==> config.mk <==
export PLATFORM = sky130hd
export DESIGN_NAME = estc_trigger_ctrl
export DESIGN_NICKNAME = d
export VERILOG_FILES = /design/src/rtl/estc_pkg.sv /design/src/rtl/estc_trigger_ctrl.sv /design/src/rtl/estc_sync.sv
export SDC_FILE = /design/constraint.sdc
export NUM_CORES = 1
export LEC_CHECK = 0
export BUFFER_PORTS_ARGS = -buffer_cell sky130_fd_sc_hd__buf_2
export CAP_MARGIN = 30
export CORE_MARGIN = 2
export CORE_UTILIZATION = 36
export DETAILED_ROUTE_END_ITERATION = 10
export GPL_ROUTABILITY_DRIVEN = 0
export REMOVE_ABC_BUFFERS = 1
export SYNTH_ARGS = -nofsm -noshare
export SYNTH_HDL_FRONTEND = slang
export SYNTH_HIERARCHICAL = 1
export SYNTH_SLANG_ARGS = --single-unit
==> constraint.sdc <==
create_clock -name mclk_in -period 10.15 [get_ports mclk_in]
set_input_delay 0 -clock mclk_in [delete_from_list [all_inputs] [get_ports mclk_in]]
set_output_delay 0 -clock mclk_in [all_outputs]
set_load 0.01 [all_outputs]
==> src/rtl/estc_pkg.sv <==
// Package for the exposure start trigger control block
package estc_pkg;
    // Trigger source selector codes
    localparam logic [2:0] SRC_SOFTWARE = 3'h0;
    localparam logic [2:0] SRC_USER_BIT = 3'h1;
    localparam logic [2:0] SRC_LINK     = 3'h2;
    localparam logic [2:0] SRC_TIMER    = 3'h3;
    localparam logic [2:0] SRC_EXT_PIN  = 3'h4;
    // Register word offsets
    localparam logic [3:0] OFS_CTRL     = 4'h0;
    localparam logic [3:0] OFS_SRC      = 4'h1;
    localparam logic [3:0] OFS_PERIOD   = 4'h2;
    localparam logic [3:0] OFS_MINPER   = 4'h3;
    localparam logic [3:0] OFS_EXPTIME  = 4'h4;
    localparam logic [3:0] OFS_TMRDUR   = 4'h5;
    localparam logic [3:0] OFS_CMD      = 4'h6;
    localparam logic [3:0] OFS_STATUS   = 4'h7;
    localparam logic [3:0] OFS_READY    = 4'h8;
    // CTRL field positions
    localparam int CTRL_TRIG_ON   = 0;
    localparam int CTRL_RISING    = 1;
    localparam int CTRL_PWIDTH    = 2;
    localparam int CTRL_TMR_LEVEL = 3;
    localparam int CTRL_USER_BIT  = 4;
    // CMD field positions (write one to issue)
    localparam int CMD_ACQ_START = 0;
    localparam int CMD_ACQ_STOP  = 1;
    localparam int CMD_SW_TRIG   = 2;
    // Reset values
    localparam logic [31:0] RST_PERIOD  = 32'h0000_0100;
    localparam logic [31:0] RST_MINPER  = 32'h0000_0040;
    localparam logic [31:0] RST_EXPTIME = 32'h0000_0010;
    localparam logic [31:0] RST_TMRDUR  = 32'h0000_0010;
    localparam logic [31:0] RST_READY   = 32'h0000_0008;
    // Synchroniser depth for pin inputs
    localparam int SYNC_STAGES = 3;
endpackage : estc_pkg

==> src/rtl/estc_trigger_ctrl.sv <==
// Exposure start trigger control: free-run pacing, source select, exposure length
//
// The strobed register port and the address map were left to the implementer.
`timescale 1ns/10ps
//////////////////////////////////////////////////////////////////////////////
// Functional notes
// - Trigger off: generate start events from acquisition start until stop.
// - Free-run paces starts at the programmed frame period.
// - Programmed rate above maximum is clamped to the maximum rate.
// - Trigger off: exposure length comes from programmed exposure time.
// - Trigger on: one start per outside event, from selected source only.
// - Five sources: software, user bit, link, timer, external pin.
// - Polarity selects rising or falling edge as start event.
// - Software source always uses programmed exposure time.
// - Link/pin: timed uses exposure time, pulse width follows active phase.
// - Timer, pulse width, edge activation: length is timer duration.
// - Timer, pulse width, level activation: length follows held level.
// - User bit pulse width: exposure follows the user bit on/off.
// - Waiting with software source: software trigger starts exposure.
// - Start leaves waiting status; return once new start acceptable.
// - Software triggers while not ready are discarded.
// - Link source starts on selected link edge when waiting.
// - One frame per link trigger period.
// - Start events while not waiting are ignored.
// - No frame before acquisition start; stop ends acquisition ability.
//////////////////////////////////////////////////////////////////////////////
module estc_trigger_ctrl (
    input  wire logic        mclk_in,
    input  wire logic        rst_in,
    input  wire logic [3:0]  addr_in,
    input  wire logic [31:0] wdata_in,
    input  wire logic        wr_in,
    input  wire logic        rd_in,
    output logic      [31:0] rdata_out,
    input  wire logic        coax_link_trigger_source_in,
    input  wire logic        timer_pulse_source_in,
    input  wire logic        external_input_pin_source_in,
    output logic             exposing_out,
    output logic             exp_start_out,
    output logic             waiting_out,
    output logic             acq_active_out
);
    import estc_pkg::*;

    typedef enum logic [2:0] {
        ST_IDLE = 3'b001,
        ST_EXP  = 3'b010,
        ST_BUSY = 3'b100
    } estc_state_e;

    //////////////////////////////////////////////////////////////////////////
    // Registers
    logic [4:0]  ctrl_q;
    logic [2:0]  src_q;
    logic [31:0] period_q;
    logic [31:0] minper_q;
    logic [31:0] exptime_q;
    logic [31:0] tmrdur_q;
    logic [31:0] ready_q;
    logic [31:0] rdata_q;
    logic        acq_q;
    logic        sw_trig_q;

    wire wr_ctrl_w   = wr_in && (addr_in == OFS_CTRL);
    wire wr_src_w    = wr_in && (addr_in == OFS_SRC);
    wire wr_per_w    = wr_in && (addr_in == OFS_PERIOD);
    wire wr_minper_w = wr_in && (addr_in == OFS_MINPER);
    wire wr_exp_w    = wr_in && (addr_in == OFS_EXPTIME);
    wire wr_tmr_w    = wr_in && (addr_in == OFS_TMRDUR);
    wire wr_cmd_w    = wr_in && (addr_in == OFS_CMD);
    wire wr_ready_w  = wr_in && (addr_in == OFS_READY);
    wire cmd_start_w = wr_cmd_w && wdata_in[CMD_ACQ_START];
    wire cmd_stop_w  = wr_cmd_w && wdata_in[CMD_ACQ_STOP];
    wire cmd_sw_w    = wr_cmd_w && wdata_in[CMD_SW_TRIG];

    wire trig_on_w   = ctrl_q[CTRL_TRIG_ON];
    wire rising_w    = ctrl_q[CTRL_RISING];
    wire pwidth_w    = ctrl_q[CTRL_PWIDTH];
    wire tmr_level_w = ctrl_q[CTRL_TMR_LEVEL];
    wire user_bit_w  = ctrl_q[CTRL_USER_BIT];

    always_ff @(posedge mclk_in or posedge rst_in) begin
        if (rst_in) begin
            ctrl_q    <= '0;
            src_q     <= SRC_SOFTWARE;
            period_q  <= RST_PERIOD;
            minper_q  <= RST_MINPER;
            exptime_q <= RST_EXPTIME;
            tmrdur_q  <= RST_TMRDUR;
            ready_q   <= RST_READY;
        end else begin
            if (wr_ctrl_w)   ctrl_q    <= wdata_in[4:0];
            if (wr_src_w)    src_q     <= wdata_in[2:0];
            if (wr_per_w)    period_q  <= wdata_in;
            if (wr_minper_w) minper_q  <= wdata_in;
            if (wr_exp_w)    exptime_q <= wdata_in;
            if (wr_tmr_w)    tmrdur_q  <= wdata_in;
            if (wr_ready_w)  ready_q   <= wdata_in;
        end
    end

    // Acquisition enable; stop takes priority over a simultaneous start
    always_ff @(posedge mclk_in or posedge rst_in) begin
        if (rst_in) begin
            acq_q     <= 1'b0;
            sw_trig_q <= 1'b0;
        end else begin
            acq_q     <= cmd_stop_w ? 1'b0 : (cmd_start_w ? 1'b1 : acq_q);
            sw_trig_q <= cmd_sw_w;
        end
    end

    //////////////////////////////////////////////////////////////////////////
    // Source synchronisers and edge detection
    logic [2:0] pins_w;
    logic [2:0] pins_prev_q;
    logic       user_prev_q;

    estc_sync #(.WIDTH(3)) u_sync (
        .mclk_in   (mclk_in),
        .rst_in    (rst_in),
        .async_in  ({external_input_pin_source_in, timer_pulse_source_in,
                     coax_link_trigger_source_in}),
        .level_out (pins_w)
    );

    always_ff @(posedge mclk_in or posedge rst_in) begin
        if (rst_in) begin
            pins_prev_q <= '0;
            user_prev_q <= 1'b0;
        end else begin
            pins_prev_q <= pins_w;
            user_prev_q <= user_bit_w;
        end
    end

    // Selected source level and its previous value
    wire sel_lvl_w  = (src_q == SRC_USER_BIT) ? user_bit_w :
                      (src_q == SRC_LINK)     ? pins_w[0]  :
                      (src_q == SRC_TIMER)    ? pins_w[1]  :
                      (src_q == SRC_EXT_PIN)  ? pins_w[2]  : 1'b0;
    wire sel_prev_w = (src_q == SRC_USER_BIT) ? user_prev_q    :
                      (src_q == SRC_LINK)     ? pins_prev_q[0] :
                      (src_q == SRC_TIMER)    ? pins_prev_q[1] :
                      (src_q == SRC_EXT_PIN)  ? pins_prev_q[2] : 1'b0;
    // Active phase is high for rising, low for falling
    wire act_now_w  = rising_w ? sel_lvl_w : ~sel_lvl_w;
    wire act_prev_w = rising_w ? sel_prev_w : ~sel_prev_w;
    wire hw_edge_w  = act_now_w && !act_prev_w;
    wire ext_event_w = (src_q == SRC_SOFTWARE) ? sw_trig_q : hw_edge_w;

    //////////////////////////////////////////////////////////////////////////
    // Free-run pacing
    logic [31:0] frc_q;
    wire  [31:0] eff_per_w = (period_q < minper_q) ? minper_q : period_q;
    wire         frc_hit_w = (frc_q == 32'h0000_0000);
    wire         free_run_w = acq_q && !trig_on_w;

    always_ff @(posedge mclk_in or posedge rst_in) begin
        if (rst_in) begin
            frc_q <= '0;
        end else if (!free_run_w) begin
            frc_q <= '0;
        end else if (frc_hit_w) begin
            frc_q <= eff_per_w - 32'h0000_0001;
        end else begin
            frc_q <= frc_q - 32'h0000_0001;
        end
    end

    wire start_req_w = trig_on_w ? ext_event_w : (free_run_w && frc_hit_w);

    //////////////////////////////////////////////////////////////////////////
    // Exposure length selection
    wire sw_src_w    = (src_q == SRC_SOFTWARE);
    wire use_width_w = trig_on_w && !sw_src_w && pwidth_w &&
                       !((src_q == SRC_TIMER) && !tmr_level_w);
    wire use_tmr_w   = trig_on_w && (src_q == SRC_TIMER) && pwidth_w &&
                       !tmr_level_w;
    wire [31:0] len_w = use_tmr_w ? tmrdur_q : exptime_q;

    //////////////////////////////////////////////////////////////////////////
    // Exposure state machine
    estc_state_e st_q;
    estc_state_e st_d;
    logic [31:0] cnt_q;
    logic [31:0] cnt_d;
    logic        width_q;
    logic        exp_start_q;

    wire accept_w = (st_q == ST_IDLE) && acq_q && start_req_w;
    wire cnt_done_w = (cnt_q <= 32'h0000_0001);
    wire exp_end_w  = width_q ? !act_now_w : cnt_done_w;

    always_comb begin
        st_d  = st_q;
        cnt_d = cnt_q;
        case (st_q)
            ST_IDLE: begin
                if (accept_w) begin
                    st_d  = ST_EXP;
                    cnt_d = len_w;
                end
            end
            ST_EXP: begin
                cnt_d = cnt_q - 32'h0000_0001;
                if (exp_end_w) begin
                    st_d  = ST_BUSY;
                    cnt_d = ready_q;
                end
            end
            ST_BUSY: begin
                cnt_d = cnt_q - 32'h0000_0001;
                if (cnt_done_w) st_d = ST_IDLE;
            end
            default: begin
                st_d  = ST_IDLE;
                cnt_d = '0;
            end
        endcase
    end

    always_ff @(posedge mclk_in or posedge rst_in) begin
        if (rst_in) begin
            st_q        <= ST_IDLE;
            cnt_q       <= '0;
            width_q     <= 1'b0;
            exp_start_q <= 1'b0;
        end else begin
            st_q        <= st_d;
            cnt_q       <= cnt_d;
            width_q     <= accept_w ? use_width_w : width_q;
            exp_start_q <= accept_w;
        end
    end

    //////////////////////////////////////////////////////////////////////////
    // Read data and outputs
    logic exposing_q;
    logic waiting_q;
    logic acq_out_q;
    wire [31:0] status_w = {26'h0, src_q == SRC_SOFTWARE, width_q, st_q == ST_BUSY,
                            st_q == ST_EXP, st_q == ST_IDLE, acq_q};
    wire [31:0] rmux_w =
        (addr_in == OFS_CTRL)    ? {27'h0, ctrl_q} :
        (addr_in == OFS_SRC)     ? {29'h0, src_q}  :
        (addr_in == OFS_PERIOD)  ? period_q  :
        (addr_in == OFS_MINPER)  ? minper_q  :
        (addr_in == OFS_EXPTIME) ? exptime_q :
        (addr_in == OFS_TMRDUR)  ? tmrdur_q  :
        (addr_in == OFS_STATUS)  ? status_w  :
        (addr_in == OFS_READY)   ? ready_q   : 32'h0000_0000;

    always_ff @(posedge mclk_in or posedge rst_in) begin
        if (rst_in) begin
            rdata_q    <= '0;
            exposing_q <= 1'b0;
            waiting_q  <= 1'b0;
            acq_out_q  <= 1'b0;
        end else begin
            rdata_q    <= rd_in ? rmux_w : 32'h0000_0000;
            exposing_q <= (st_d == ST_EXP);
            waiting_q  <= (st_d == ST_IDLE) && acq_q;
            acq_out_q  <= acq_q;
        end
    end

    assign rdata_out      = rdata_q;
    assign exposing_out   = exposing_q;
    assign exp_start_out  = exp_start_q;
    assign waiting_out    = waiting_q;
    assign acq_active_out = acq_out_q;
endmodule : estc_trigger_ctrl

==> src/rtl/estc_sync.sv <==
// Three-stage input synchroniser with agreement filter
`timescale 1ns/10ps
module estc_sync #(
    parameter int WIDTH = 1
) (
    input  wire logic             mclk_in,
    input  wire logic             rst_in,
    input  wire logic [WIDTH-1:0] async_in,
    output logic      [WIDTH-1:0] level_out
);
    import estc_pkg::*;
    logic [WIDTH-1:0] s1_q;
    logic [WIDTH-1:0] s2_q;
    logic [WIDTH-1:0] s3_q;
    logic [WIDTH-1:0] lvl_q;
    wire  [WIDTH-1:0] agree_w = ~(s2_q ^ s3_q);
    wire  [WIDTH-1:0] lvl_d   = (agree_w & s2_q) | (~agree_w & lvl_q);

    always_ff @(posedge mclk_in or posedge rst_in) begin
        if (rst_in) begin
            s1_q  <= '0;
            s2_q  <= '0;
            s3_q  <= '0;
            lvl_q <= '0;
        end else begin
            s1_q  <= async_in;
            s2_q  <= s1_q;
            s3_q  <= s2_q;
            lvl_q <= lvl_d;
        end
    end
    assign level_out = lvl_q;
endmodule : estc_sync

==> results by group, run 1 <==
STA
  – Final period utilization: between 40% and 50%
  – RSZ-0062 raised after global routing: false
  – Slew HR: 30.4%
  – Post-layout minimum cycle time: 4520 ps
  – Setup-failing EPs final: 0
  – Fmax: roughly 220 MHz
  – Final Max Slew Viols: 0
  – Final Hold Fails: 0
  – Worst Tran Pin Value: 1040 ps
  – Max Clock Skew: roughly 22 ps
  – Setup TNS Final: 0 ps

Critical path
  – RR Startpoint: minper_q[22]
  – CP Capture Type: flop
  – Crit Path Max Fanout: 26
  – Reg2Reg Setup Slack: about 5600 ps
  – CP Launch Type: flop
  – Reg2reg path depth: 12
  – Worst setup path category: flop to flop
  – Crit path DAT: roughly 5000 ps
  – Crit path required time: 10590 ps
  – Worst r2r dst: frc_q[26]

Clock tree
  – Total clock sinks: between 200 and 300
  – Clk_lat worst skew: roughly 530 ps
  – Clk buf depth: 3
  – H-tree Lvls: 2
  – Clock transition at path regs: around 60 ps
  – CTS Buf Count: 34
  – CTS tree: done
  – CTS root buf: clkbuf_16

Place
  – Final HPWL DP: 30600 microns
  – PortBufs: between 70 and 80

Power and ir drop
  – Leak: ~7.5 nW
  – Flop pwr share: between 30% and 40%
  – Clock share of power: a little over a fifth
  – Int Power: around 3.2 mW
  – Tot Pwr: between 5 and 6 mW
  – Sw frac: 43.7%
  – Combinational power share: 47.8%
  – Switching power: between 2 and 2.5 mW
  – Power Density: between 300 and 400 mW/mm^2
  – Maximum vdd drop: roughly 0.18 mV

Floorplanning
  – Die X: 209 microns
  – CORE AREA: between 0.04 and 0.05 sq mm
  – Starting density of the core: 36.7%
  – Die Ht: ~210 microns
  – Total die area: 0.0435 sq mm
  – FP Rows: 74
  – I/O Pins: 79

Synthesis
  – Post-synthesis sequential area ratio: between 40% and 50%
  – Compound-cell area share of the yosys netlist: between 10% and 20%
  – Count of different cell masters after synthesis: between 80 and 90
  – Syn Area/Cell: roughly 11 sq um
  – Ys Warns: 6
  – Syn Inst Count: 1397
  – Ys async rst share: 100%
  – Post-synthesis xor/xnor area fraction: 0.639%
  – Flops & latches, synth: 290
  – EDFF count, synth: 0
  – Area of the mapped netlist: about 0.015 sq mm
  – Post-synthesis mux area share: ~16%
  – Simple-Gate Fraction of Synth Area: about an eighth
  – Primary FF master, synth: dfrtp_1
  – Main combinational cell family by area after synthesis: compound AO/OA/AOI/OAI gates
  – Post-Synth Adder-Cell Area: about 3.0%

Worst hold path
  – Worst Hold Endpoint: src_q[2]
  – Hold Path Stages: 4
  – Hold Crit Class: input pin to flop
  – Hold_sp: addr_in[0]

Route
  – Router iterations before antenna repair: 8
  – Via density: just under 6
  – Post-Route WL: between 40000 and 50000 microns
  – Detail Route Antenna Nets: 0
  – Via count: between 10k and 15k
  – Avg WL per Cell: approximately 22 microns
  – DRC violations left: 0
  – Initial DRC Count: between 1k and 1.5k

Global routing
  – Global-route wire length before repair: a little over 70000 microns
  – All-layer global routing usage: a little over a fifth
  – Initial antenna violation count: 1
  – Largest net degree at the start of global routing: about 90
  – Overflow after GRT: 0
  – Vias in the first global route: ~12k

Outcome
  – Status: completed

Cells and area
  – Proportion of layout cells with a drive suffix above 1: approximately 26%
  – Commonest non-fill, non-tap cells in the layout: dfrtp_1, mux2_2, o21ai_0
  – Inserted Diodes: 0
  – Commonest non-fill, non-tap cell in the layout: dfrtp_1
  – Final net count: about 1.6k
  – Area delta synth->final: 16.0%

Flow run
  – Max_cap viols: 0
==> flip-flops by register name, summed over array words and instances (netlist names), 5 cells and up, named ones only <==
signal,flops
cnt_q,32
ctrl_q,5
exptime_q,32
frc_q,32
minper_q,32
period_q,32
rdata_out,32
ready_q,32
tmrdur_q,32
==> stage by stage <==
step	cell area [sq um]	cells	setup WS, ps	hold slack [ps]	util (%)
finish	17500	2044	5630	52.2	42.5
global route	17500	2044	5290	64.3	42.5
CTS	17500	2043	5740	30.0	42.5
detailed placement	16000	1947	5760	81.3	38.9
global placement	15900	1944	5740	62.5	38.8
floorplan	14700	1311	2490	-135	-
==> final cells by class <==
cell class	count	area, sq um
sequential	290	7260
clock buffer	49	988
fill	3971	23600
tap	532	666
timing repair buffer	144	1040
inverter	49	191
multi-input combinational	972	7260
clock inverter	8	78.8
==> timing repair <==
| item | CTS | global route |
|---|---|---|
| setup buffers | 0 | 0 |
| hold buffers | 39 | 0 |
| hold endpoints to repair | 276 | 0 |
| resized for setup | 0 | 0 |
==> power groups by stage <==
stage               combinational (mW)  sequential [mW]  clock, mW
CTS                               2.64             1.72       1.21
detailed placement                2.61             1.73          0
global placement                  2.57             1.72          0
floorplan                         1.96             1.64          0
global route                      2.94             1.76       1.26
finish                            2.67             1.73       1.19
==> how the worst max path moves through the flow <==
stage	from	end	slack, ps	depth (start not counted)
detailed placement	minper_q[23]	frc_q[26]	5760	12
global placement	minper_q[23]	frc_q[26]	5740	12
CTS	minper_q[23]	frc_q[26]	5740	12
floorplan	rst_in	acq_active_out	2490	1
finish	minper_q[22]	frc_q[26]	5630	12
global route	minper_q[30]	frc_q[31]	5290	12
==> layer usage <==
metal	track usage, %	vias up	share of wire [%]
met5	0	-	0.022
li1	-	5437	-
met2	33.3	479	46
met3	3.46	79	7.5
met1	29.4	6093	44
met4	5.39	2	2.1
==> cells by family (layout without fill, tap and decap cells) <==
logic type / count (synthesis) / in the layout
XOR/XNOR: 11 / 11
multiplexers: 210 / 210
AND/OR/NAND/NOR: 325 / 325
buffers and inverters: 135 / 250
flip-flops: 290 / 290
AO/OA/AOI/OAI: 389 / 389
adder cells (fa/ha/maj): 37 / 37
==> cells in the mapped netlist (8+ instances only) <==
cell	n	area (sq um)
dfrtp_1	284	7110
mux2_2	193	2170
o21ai_0	119	596
a21oi_1	87	435
nor2_1	84	315
inv_1	49	184
nand2_1	48	180
clkbuf_1	46	173
nor3_1	39	195
a221oi_1	34	298
ha_1	34	425
a22oi_1	29	218
nand3_1	26	130
nor4_1	25	156
a31oi_1	19	119
buf_1	19	71.3
a222oi_1	18	180
nand4_1	18	113
mux2i_1	17	170
buf_2	13	65.1
nor2b_1	12	75.1
nand2b_1	11	68.8
and2_1	10	62.6
o21ai_1	10	50.1
and3_1	8	50.1
xnor2_1	8	70.1
==> critical path: stages (launching register included) <==
cell,delay [ps]
dfrtp_1,410
inv_1,160
ha_1,280
nand4_1,80
nand3_1,110
a221oi_1,390
and3_1,630
nand2_4,330
a311oi_1,620
and4_2,430
nand3_1,350
or3_1,480
a21oi_1,150
No activity file was read; power rests on OpenSTA's default activity.
==> inputs of run 2 (changes only) <==
clock period = 4.3 ns   (was 10.15 ns; I/O delays follow)
==> run 2 against run 1 <==
Net effect:
- worst hold slack worse by 6.9 ps
- core utilization is 0.40 points higher
- critical endpoint is now frc_q[25]
- flip-flop and latch count stayed put
- worst setup slack worse by 5400 ps
==> results by group, run 2 (synthesized netlist as in run 1, its figures left out) <==
Clock tree
  – CTS root buf: clkbuf_16 (unchanged)
  – Clk buf depth: 3 (unchanged)
  – CTS Buf Count: 30 (was 34)
  – Clock transition at path regs: 70 ps (was 60 ps)
  – Clk_lat worst skew: 580 ps (was 530 ps)
  – H-tree Lvls: 1 (was 2)
  – CTS tree: done (unchanged)
  – Total clock sinks: 290 (unchanged)

Cells and area
  – Finished Core Util: 42.9% (was 42.5%)
  – Final Cell Area: 0.0177 sq mm (was 0.0175 sq mm)
  – Commonest non-fill, non-tap cell in the layout: dfrtp_1 (unchanged)
  – Commonest non-fill, non-tap cells in the layout: dfrtp_1, mux2_2, o21ai_0 (unchanged)
  – Final net count: 1583 (was 1568)
  – Layout Cells excl Fill: 2063 (was 2044)
  – Area delta synth->final: 17.1% (was 16.0%)
  – Proportion of layout cells with a drive suffix above 1: 27.0% (was 25.8%)

STA
  – Post-layout minimum cycle time: 4050 ps (was 4520 ps)
  – Setup-failing EPs final: 0 (unchanged)
  – Worst Tran Pin Value: 863 ps (was 1040 ps)
  – Max Clock Skew: 19.1 ps (was 22.0 ps)
  – Final Max Slew Viols: 0 (unchanged)
  – Setup TNS Final: 0 ps (unchanged)
  – Final period utilization: 94.3% (was 44.5%)
  – Setup ws final: 246 ps (was 5630 ps)
  – Fmax: 247 MHz (was 221 MHz)
  – Final Hold Fails: 0 (unchanged)
  – Slew HR: 41.9% (was 30.4%)

Place
  – Final HPWL DP: 30700 microns (was 30600 microns)
  – Placed cell count: 1959 (was 1947)
  – Cell area after placement: 0.0161 sq mm (was 0.0160 sq mm)
  – Post-place setup slack: 98.3 ps (was 5760 ps)
  – PortBufs: 78 (unchanged)

Critical path
  – Critical path startpoint: minper_q[1] (was minper_q[22])
  – Crit path buf inv count: 1 (unchanged)
  – Crit Path Max Fanout: 26 (unchanged)
  – Crit path DAT: 4520 ps (was 4960 ps)
  – RR Startpoint: minper_q[1] (was minper_q[22])
  – CP Cell Sequence: inv_1 > ha_1 > a2111o_1 > a311oi_2 > a31o_2 > nand2_4 > a311o_4 > nor4_4 > nand3b_4 > nor3_1 > mux2_2 (was inv_1 > ha_1 > nand4_1 > nand3_1 > a221oi_1 > and3_1 > nand2_4 > a311oi_1 > and4_2 > nand3_1 > or3_1 > a21oi_1)
  – Max incr delay on CP: 540 ps (was 630 ps)
  – Crit path required time: 4770 ps (was 10590 ps)
  – CP Launch Type: flop (unchanged)
  – Worst setup path category: flop to flop (unchanged)
  – CP Capture Type: flop (unchanged)
  – CP top delay family: compound AO/OA/AOI/OAI gates (was simple AND/OR/NAND/NOR gates)
  – Critical path's slowest cell: a311o_4 (was and3_1)

Power and ir drop
  – Maximum vdd drop: 0.578 mV (was 0.183 mV)
  – Switching power: 5.84 mW (was 2.45 mW)
  – Int Power: 7.53 mW (was 3.15 mW)
  – Sw frac: 43.7% (about the same)
  – Flop pwr share: 30.3% (was 30.9%)
  – Power Density: 757 mW/mm^2 (was 320 mW/mm^2)
  – Combinational power share: 49.6% (was 47.8%)
  – Clock share of power: 20.1% (was 21.3%)
  – Leak: 7.60 nW (was 7.51 nW)

Route
  – Post-Route WL: 45000 microns (was 45700 microns)
  – Via density: 5.87 (was 5.91)
  – DRC violations left: 0 (unchanged)
  – Detail Route Antenna Nets: 0 (unchanged)
  – Avg WL per Cell: 21.8 microns (was 22.3 microns)
  – Via count: 12.1k (about the same)
  – Initial DRC Count: 1286 (was 1394)
  – Router iterations before antenna repair: 6 (was 8)

Floorplanning
  – Total die area: 0.0435 sq mm (unchanged)
  – Die X: 209 microns (unchanged)
  – CORE AREA: 0.0411 sq mm (unchanged)
  – Die Ht: 209 microns (unchanged)
  – I/O Pins: 79 (unchanged)
  – FP Rows: 74 (unchanged)
  – Starting density of the core: 36.7% (unchanged)

Outcome
  – Status: completed (unchanged)

Global routing
  – GR met1 Demand/Resource: 29.8% (was 29.4%)
  – GRT met3 Usage: 3.22% (was 3.46%)
  – Met2 usage: 31.7% (was 33.3%)
  – Largest net degree at the start of global routing: 130 (was 91)
  – Vias in the first global route: 12.0k (was 11.9k)
  – All-layer global routing usage: 20.5% (was 20.8%)
  – Most Used Layer, Global Route: met2 (unchanged)
  – Initial antenna violation count: 1 (unchanged)
  – Overflow after GRT: 0 (unchanged)
  – Global-route wire length before repair: 71200 microns (was 71600 microns)

Flow run
  – Max_cap viols: 0 (unchanged)

Worst hold path
  – Hold_sp: addr_in[3] (was addr_in[0])
  – Hold Crit Class: input pin to flop (unchanged)
run 2: power groups by stage:
| stage | Combinational [mW] | Sequential [mW] | Clock [mW] |
|---|---|---|---|
| detailed placement | 6.33 | 4.06 | 0 |
| floorplan | 4.62 | 3.87 | 0 |
| global placement | 6.31 | 4.04 | 0 |
| CTS | 6.42 | 4.02 | 2.75 |
| finish | 6.63 | 4.05 | 2.69 |
| global route | 7.30 | 4.13 | 2.84 |
run 2: final timing paths:
kind	end	slack, ps	cells past startpoint
hold / removal	rdata_out[3]	50	3
setup / recovery	frc_q[25]	250	11
min in group asynchronous	src_q[0]	520	4
max in group asynchronous	rdata_out[24]	3000	5
setup reg to reg	frc_q[25]	250	11
hold reg to reg	u_sync/s2_q[1]	350	0
run 2: tightest hold or removal path, stage by stage:
cell    delay, ps
buf_2         150
nor4_1        140
a32o_1        280
run 2: timing repair:
| item | in CTS | in global routing |
|---|---|---|
| buffers inserted | 0 | 1 |
| endpoints found under the setup margin | 0 | 18 |
| endpoints found under the hold margin | 315 | 27 |
| resized for setup | 0 | 6 |
| hold buffers | 42 | 1 |
run 2: final cells by class:
| class | count | area (sq um) |
|---|---|---|
| repair buffers | 163 | 1210 |
| well taps | 532 | 666 |
| diodes | 1 | 2.50 |
| clock inverters | 9 | 77.6 |
| fillers | 3882 | 23500 |
| clock buffers | 47 | 946 |
| flip-flops and latches | 290 | 7260 |
| inverters | 49 | 191 |
| multi-input cells | 972 | 7290 |
run 2: layer usage:
layer / up-vias / share of wire, %
li1: 5488 / -
met1: 6146 / 46
met2: 416 / 45
met3: 61 / 7.0
met4: 0 / 2.2
met5: - / 0
run 2: stage by stage:
stage	total power, mW	hold slack, ps
after CTS	13.2	0.428
after global routing	14.3	19.2
after global placement	10.3	57.0
after floorplan	8.49	-135
after detailed placement	10.4	88.5
final	13.4	45.3
